<file path="src/scc_vol_mem.sv">
// per-channel volume store, registered read
`timescale 1ns/100ps
module scc_vol_mem #(
    parameter int CHANNELS = 4,
    parameter int VOL_W    = 7
) (
    // clock and reset
    input  wire logic                        clk_sys_i,
    input  wire logic                        rstn_i,
    // write side, one enable per channel
    input  wire logic [CHANNELS-1:0]         we_i,
    input  wire logic [VOL_W-1:0]            wdata_i,
    // read side
    input  wire logic [$clog2(CHANNELS)-1:0] raddr_i,
    output logic      [VOL_W-1:0]            rdata_o
);
    logic [VOL_W-1:0] mem_q [CHANNELS];

    always_ff @(posedge clk_sys_i) begin
        for (int i = 0; i < CHANNELS; i++) begin
            if (!rstn_i) begin
                mem_q[i] <= VOL_W'(0);
            end else if (we_i[i]) begin
                mem_q[i] <= wdata_i;
            end
        end
        if (!rstn_i) begin
            rdata_o <= VOL_W'(0);
        end else begin
            rdata_o <= mem_q[raddr_i];
        end
    end
endmodule

</file>
<file path="config.mk">
export PLATFORM = sky130hd
export DESIGN_NAME = scc_vol_mem
export DESIGN_NICKNAME = d
export VERILOG_FILES = /design/src/scc_vol_mem.sv
export SDC_FILE = /design/constraint.sdc
export NUM_CORES = 1
export LEC_CHECK = 0
export ABC_AREA = 1
export BUFFER_PORTS_ARGS = -buffer_cell sky130_fd_sc_hd__buf_2
export CAP_MARGIN = 20
export CORE_MARGIN = 10
export CORE_UTILIZATION = 45
export DETAILED_ROUTE_END_ITERATION = 8
export PLACE_DENSITY = 0.73
export SLEW_MARGIN = 20
export SYNTH_ARGS = -nofsm -noshare
export SYNTH_HDL_FRONTEND = slang
export SYNTH_SLANG_ARGS = --single-unit
</file>
<file path="constraint.sdc">
create_clock -name clk_sys_i -period 1.05 [get_ports clk_sys_i]
set_input_delay 0.0525 -clock clk_sys_i [delete_from_list [all_inputs] [get_ports clk_sys_i]]
set_output_delay 0.0525 -clock clk_sys_i [all_outputs]
set_load 0.02 [all_outputs]
</file>
# Word level (Yosys, flattened, before mapping)
# Memories as Yosys holds them, arrays and structs flattened. A register that Yosys moved wholly into a read port is not among the register bits.
# Index checks and enable logic that the tools add are counted.
[totals]
output_inout_bits = 7
memories = 1
word_cells = 23
ram_bits = 28
ff_bits = 0
[classes]
reduce_logical = 1
n_bitwise = 4
mux = 17
[mem_list]
columns = ["memory", "depth", "word_bits", "rd", "rd_clocked_by_memory_dff", "wr", "line_no", "source"]
rows = [
  ["mem_q", 4, 7, 1, 1, 4, "17", "logic [VOL_W-1:0] mem_q [CHANNELS];"],
]
[op_table]
columns = ["op", "count"]
rows = [
  ["$mux W7", 4],
  ["$mux W1", 13],
  ["$or A1 B1 Y1", 4],
  ["$logic_not A1 Y1", 1],
]

# Depth between registers and ports, before layout
# Gate-level depths: netlist of the first run.
[logic_depth]
depth_word = 4
depth_mapped = 5
depth_no_buf = 4

# Least setup slack after synthesis of the first run
# Ideal clock, no wire load.
[synth_timing]
path_type = "input to register"
startpoint = "input rstn_i"
endpoint = "memory mem_q[0][0], enable pin"
path_slack_ns = 0.226
setup_ns = 0.268
stages = 3
arrival_ns = 0.556
t_required_ns = 0.782
path_buffers = 1
cell_sequence = "inv_1 -> buf_2 -> or2_2"
[synth_rtl]
columns = ["item", "line_no", "source"]
rows = [
  ["start, declared", "9", "input wire logic rstn_i,"],
  ["end, declared", "17", ""],
]

# Worst setup path in the final report of the first run
[layout_timing]
startpoint = "register rdata_o[5] (read register of mem_q)"
endpoint = "output rdata_o[5]"
[layout_rtl]
columns = ["item", "line_no", "source"]
rows = [
  ["start, declared", "15", "output logic [VOL_W-1:0] rdata_o"],
]
# No word-level cell between the ends.

==> results.cfg, run 1 <==
[setup_path]
critPathKind = register to primary output
worstPathRequired_ns = 1.00
reg2reg_slack_ns = 0.26
reg2regPathDepth = 4
crit_slowest_cell = dfxtp_1
path_buf_inv = 1
cp-startpoint = rdata_o[5]
timing.rr.start = mem_q[1][4]
worst-path-stages = 1
path_cells = buf_2
worstPathMaxFanout = 1
cp_data_arrival_time_ns = 0.80
reg2reg_to = rdata_o[4]
crit_end = rdata_o[5]
crit_family = flip-flops
endpoint_kind = primary output
critical_path.max_stage_delay_ns = 0.32
start_kind = register

[timing]
final.setup.tns_ns = 0
drv_slew = 0
final.period_utilization_pct = 81.18
layout_min_cycle_time_ns = 0.8524
skew_ns = 0.007245
finalHoldViolations = 0
rsz0062_at_grt = no
fmax_mhz = 1173
setup_viol = 0
worstMarginPinSlew_ns = 0.2613
relSlewSlack_pct = 82.58

[detailed_routing]
ant_nets = 0
avgRoutedWirePerCell_um = 13.13
routed_wl_um = 3033
vias = 1070
drc = 0
dr.pass1.iters = 4
initialDrtViolationCount = 141
vias_per_cell = 4.632

[synth]
syn_nets = 177
ys_seq_area_share_pct = 65.06
yosysTopAreaCell = edfxtp_1
synth.distinct_cells = 12
avgSynthCellArea_sq_um = 9.307
async_flop_share_pct = 0
netlist.area_leader.share_pct = 55.77
ys_seq_elements = 35
synth_edf_count = 28
netlist_area_sq_um = 1508
ys_top_cells_by_area = edfxtp_1, dfxtp_1, inv_1, nand2_1, nor2_1
ys_top_cells_by_count = inv_1, nand2_1, edfxtp_1, nor2_1, nand3_1
synth_cells = 162
yosysWarningCount = 0
ys.flop_type = edfxtp_1
synth.most_common_cell = inv_1

[pwr]
total_power_mw = 2.609
max-vdd-ir-drop_uv = 765.0
p_leak_nw = 0.8219
power_density_nw_per_um2 = 1541

[layout]
n_antenna_cell = 0
areaGrowthSynthToFinish_pct = 12.28
fill_cells = 285
fin_nets = 202
drive_gt1_share_pct = 17.65
post-route-util_pct = 54.12
layoutNonFillerInstCount = 231

[place]
gp_congestion = 0.9693
dp_hpwl_um = 2326
dp.cells = 224
io_buffers = 21

[floorplanning]
dieWidth_um = 77.88
core_area_sq_um = 3128
io_pins = 22
dieArea_sq_um = 6065
row_count = 20
die_h_um = 77.88
initial_core_util_pct = 48.20

[cts]
cts_resized = 0
post_cts_buffers = 0
tritoncts = built
clk_pin_slew_ns = 0.10
worstSkewPairLatency_ns = 0.33
clockBufferDepth = 2
cts_buffers = 5
clock-sinks = 35
h-tree-depth = 2
cts-root-buf = clkbuf_4
cts_hold_buf = 0

[status]
outcome = complete, no violations

[global_route]
grt_antenna_before_repair = 0
grt_pass1_wl_um = 5126
grt_max_degree = 16
first_global_vias = 1132
grt_overflow_total = 0
grtUsageTotal_pct = 10.55

[run]
maxCapViolCount = 0

[min_path]
hold_class = primary input to register
-- area by class of cell --
type | count | area, sq um | share of cell area (%)
clock buffers | 5 | 37.54 | 2.217
flip-flops and latches | 35 | 980.9 | 57.95
clock inverters | 2 | 8.758 | 0.5174
well taps | 44 | 55.05 | 3.252
inverters | 38 | 142.6 | 8.426
repair buffers | 22 | 112.6 | 6.652
multi-input cells | 85 | 355.3 | 20.99
-- worst register-to-register path, stage by stage (launching register included) --
cell and delay, ns:
edfxtp_1 0.38, inv_1 0.07, nand2_1 0.05, nand3_1 0.11, a21oi_1 0.08
-- layer usage --
metal / share of wire, % / GRT usage (%) / up-vias
li1: - / - / 544
met1: 44 / 11.53 / 488
met2: 47 / 17.25 / 36
met3: 7.3 / 4.147 / 2
met4: 1.4 / 5.657 / 0
met5: 0 / 0 / -
-- cell families (layout without fill, tap and decap cells) --
| group | count (synthesis) | in the layout | synth area share (%) |
|---|---|---|---|
| AOI/OAI and AO/OA | 7 | 7 | 2.323 |
| buffers and inverters | 42 | 67 | 11.37 |
| DFF | 35 | 35 | 65.06 |
| and+or+nand+nor | 78 | 78 | 21.24 |
-- sequential cells by signal (all words and copies together), names as in the netlist --
register and flops:
rdata_o 7, mem_q 28
-- power breakdown --
group / internal [mW] / switching, mW / total (mW) / leakage [nW]
Combinational: 0.0985 / 0.200 / 0.299 / 0.434
Sequential: 1.61 / 0.0317 / 1.64 / 0.359
Clock: 0.237 / 0.429 / 0.667 / 0.0285
Total: 1.95 / 0.662 / 2.61 / 0.822
-- cells in the final DEF (no fill, tap or decap) --
| cell | synthesis | final |
|---|---|---|
| buf_2 | 2 | 21 |
| buf_4 | 1 | 1 |
| dfxtp_1 | 7 | 7 |
| inv_1 | 37 | 37 |
| nand2_1 | 32 | 32 |
| nor2_1 | 28 | 28 |
| or2_2 | 4 | 4 |
| clkbuf_4 | 0 | 5 |
| clkinv_2 | 0 | 1 |
| inv_2 | 1 | 1 |
| edfxtp_1 | 28 | 28 |
| clkinv_1 | 0 | 1 |
| nand3_1 | 14 | 14 |
| a21oi_1 | 7 | 7 |
-- through the flow --
stage	worst slack [ns]	area, sq um	hold WS, ns
2_1_floorplan	0.2260	1508	0.2590
3_3_place_gp	0.1764	1647	0.3979
3_5_place_dp	0.1088	1647	0.4041
4_1_cts	0.1670	1693	0.03957
5_1_grt	0.1227	1693	0.05379
6_report	0.1976	1693	0.06270
-- worst min path at each step --
stage | slack [ns] | to | start | depth (start not counted)
finish | 0.06 | rdata_o[0] | raddr_i[1] | 3
global route | 0.05 | rdata_o[0] | raddr_i[1] | 3
CTS | 0.04 | rdata_o[0] | raddr_i[1] | 3
detailed placement | 0.40 | rdata_o[0] | raddr_i[1] | 3
global placement | 0.40 | rdata_o[2] | raddr_i[1] | 3
floorplan | 0.26 | rdata_o[0] | raddr_i[0] | 3
(Power assumes the default switching activity.)
==> run 2: changes to the inputs <==
--- a/config.mk
+++ b/config.mk
@@ -5,13 +5,13 @@
 export SDC_FILE = /design/constraint.sdc
 export NUM_CORES = 1
 export LEC_CHECK = 0
-export ABC_AREA = 1
+export ABC_AREA = 0
 export BUFFER_PORTS_ARGS = -buffer_cell sky130_fd_sc_hd__buf_2
 export CAP_MARGIN = 20
 export CORE_MARGIN = 10
 export CORE_UTILIZATION = 45
 export DETAILED_ROUTE_END_ITERATION = 8
-export PLACE_DENSITY = 0.73
+export PLACE_DENSITY = 0.74
 export SLEW_MARGIN = 20
 export SYNTH_ARGS = -nofsm -noshare
 export SYNTH_HDL_FRONTEND = slang
==> constraint.sdc (replaced) <==
create_clock -name clk_sys_i -period 0.8 [get_ports clk_sys_i]
set_input_delay 0.04 -clock clk_sys_i [delete_from_list [all_inputs] [get_ports clk_sys_i]]
set_output_delay 0.04 -clock clk_sys_i [all_outputs]
set_load 0.02 [all_outputs]
==> run 2 against run 1 <==
- the flow now finishes with violations (negative setup slack)
- die area shrank 4.3%
- routed wire length shrank 2.8%
- combinational power up 37%
- area after synthesis decreased by 5.7%
- global-route usage fell by 0.23 points
- power is 44% higher
- design area is 3.3% higher
- largest cell class unchanged
- largest power group unchanged
==> results.cfg, run 2 <==
[status]
violations = negative setup slack
outcome = finished, violations left

[floorplanning]
core_area_sq_um = 3028
initial_core_util_pct = 46.94
io_pins = 22
dieWidth_um = 76.20
dieArea_sq_um = 5806
die_h_um = 76.20
row_count = 20

[setup_path]
cp_data_arrival_time_ns = 1.04
worstPathRequired_ns = 1.01
worstPathMaxFanout = 1
start_kind = register
critPathKind = register to register
endpoint_kind = register

[timing]
worst_slack_ns = -0.02949
final.period_utilization_pct = 103.7
fmax_mhz = 1206
relSlewSlack_pct = 77.28
rsz0062_at_grt = yes
layout_min_cycle_time_ns = 0.8295
setup_viol = 8
worstMarginPinSlew_ns = 0.3408
drv_slew = 0
skew_ns = 0.007853
finalHoldViolations = 0

[synth]
yosysTopAreaCell = edfxtp_1
syn_nets = 110
synth.distinct_cells = 10
ys.flop_type = edfxtp_1
yosys.area_share.simple_pct = 14.79
avgSynthCellArea_sq_um = 14.96
ys_seq_elements = 35
async_flop_share_pct = 0
synth_edf_count = 28
netlist.area_leader.share_pct = 59.15
netlist_area_sq_um = 1421
synthMuxAreaShare_pct = 9.859
yosysWarningCount = 0
ys_seq_area_share_pct = 69.01
synthAdderAreaFrac_pct = 0
synth_cells = 95
synth_compound_area_share_pct = 3.081
ys_top_cells_by_area = edfxtp_1, and3_1, dfxtp_1, mux2i_1, o22ai_1
synth_top_family_by_area = simple AND/OR/NAND/NOR gates
ys_top_cells_by_count = and3_1, edfxtp_1, mux2i_1, dfxtp_1, o22ai_1
synth_xor_area_share_pct = 0

[cts]
cts-root-buf = clkbuf_4
clock-sinks = 35
worstSkewPairLatency_ns = 0.33
cts_buffers = 5
clk_pin_slew_ns = 0.10
tritoncts = built
h-tree-depth = 2
post_cts_buffers = 0
clockBufferDepth = 2

[detailed_routing]
vias = 883
ant_nets = 0
vias_per_cell = 5.134
routed_wl_um = 2947
initialDrtViolationCount = 31
dr.pass1.iters = 4
avgRoutedWirePerCell_um = 17.13
drc = 0

[global_route]
grt_pass1_wl_um = 4616
gr-max-usage-layer = met2
met2_usage_pct = 17.94
grt_max_degree = 17
grt_antenna_before_repair = 0
grt_use_met3_pct = 3.420
met1_usage_pct = 10.58
first_global_vias = 918
grt_overflow_total = 0
grtUsageTotal_pct = 10.32

[min_path]
hold_class = primary input to register

[layout]
regMostFlops = mem_q
layoutNonFillerInstCount = 172
post-route-util_pct = 57.77
fin_nets = 142
n_antenna_cell = 0
mostFrequentLayoutCells = and3_1, edfxtp_1, mux2i_1, buf_2, buf_4
top_regs = mem_q (28), rdata_o (7)
drive_gt1_share_pct = 35.16
largest_register_ff_count = 28
areaGrowthSynthToFinish_pct = 23.06

[place]
dp_hpwl_um = 2340
dp.cells = 164
io_buffers = 21
gp_congestion = 0.7826

[run]
maxCapViolCount = 0

[pwr]
max-vdd-ir-drop_uv = 1040
p_leak_nw = 0.8107
power_density_nw_per_um2 = 2141
## run 2: cell count changes in the layout (fill, tap and decap cells not counted), sizes merged
cell    previous run  this run
inv               38         0
nand2             32         1
and3               0        28
nor2              28         0
mux2i              0        14
nand3             14         0
buf               22        30
a21oi              7         0
o22ai              0         7
nand2b             0         5
or2                4         0
clkbuf             5         7
clkinv             2         1
## run 2: area by class of cell
class                      instances  area [sq um]
clock inverter                     1         5.005
fill                             240          1279
clock buffer                       7         76.32
sequential                        35         989.7
timing repair buffer              30         229.0
multi-input combinational         55         394.1
tap                               44         55.05
## run 2: repair_timing
| item | in CTS | in global routing |
|---|---|---|
| resized for setup | 21 | 0 |
| hold buffers | 0 | 0 |
| pin swaps | 1 | 3 |
| setup endpoints to repair | 8 | 13 |
## run 2: report_power, final
group	switching [mW]	internal (mW)	total [mW]
Combinational	0.212	0.197	0.409
Clock	0.547	0.613	1.16
Sequential	0.0537	2.12	2.18
## run 2: stage by stage
step / hold WS (ns) / setup WS [ns] / instance area [sq um] / total power, mW / TNS [ns]
finish: 0.06858 / -0.02949 / 1749 / 3.746 / -0.1691
global route: 0.06779 / -0.05589 / 1749 / 3.915 / -0.5101
CTS: 0.06078 / -0.04040 / 1749 / 3.780 / -0.2235
detailed placement: 0.4064 / -0.06399 / 1615 / 2.587 / -1.483
global placement: 0.3993 / -0.01014 / 1615 / 2.564 / -0.07017
floorplan: 0.2629 / 0.09469 / 1421 / 2.405 / 0
## run 2: final timing paths
path          startpoint     endpoint  slack, ns  cells after the start
max          mem_q[3][4]   rdata_o[4]      -0.03                      2
min              we_i[0]  mem_q[0][2]       0.07                      2
max reg2reg  mem_q[3][4]   rdata_o[4]      -0.03                      2
min reg2reg  mem_q[3][1]   rdata_o[1]       0.54                      2
## run 2: kinds of logic (layout without fill, tap and decap cells)
family / after synthesis / in the layout
AOI/OAI and AO/OA: 7 / 7
buffers and inverters: 5 / 38
DFF: 35 / 35
muxes: 14 / 14
and+or+nand+nor: 34 / 34
## run 2: metal layers
layer  vias up  wire, um  part of all wire, %
li1        432         -                    -
met1       414      1196                   41
met2        30      1524                   52
met3         7       160                  5.4
met4         0        65                  2.2
met5         -         0                    0
## run 2: critical path, cell delays in order, from the launching register on
cell and delay (ns):
edfxtp_1 0.41, mux2i_1 0.21, o22ai_1 0.10
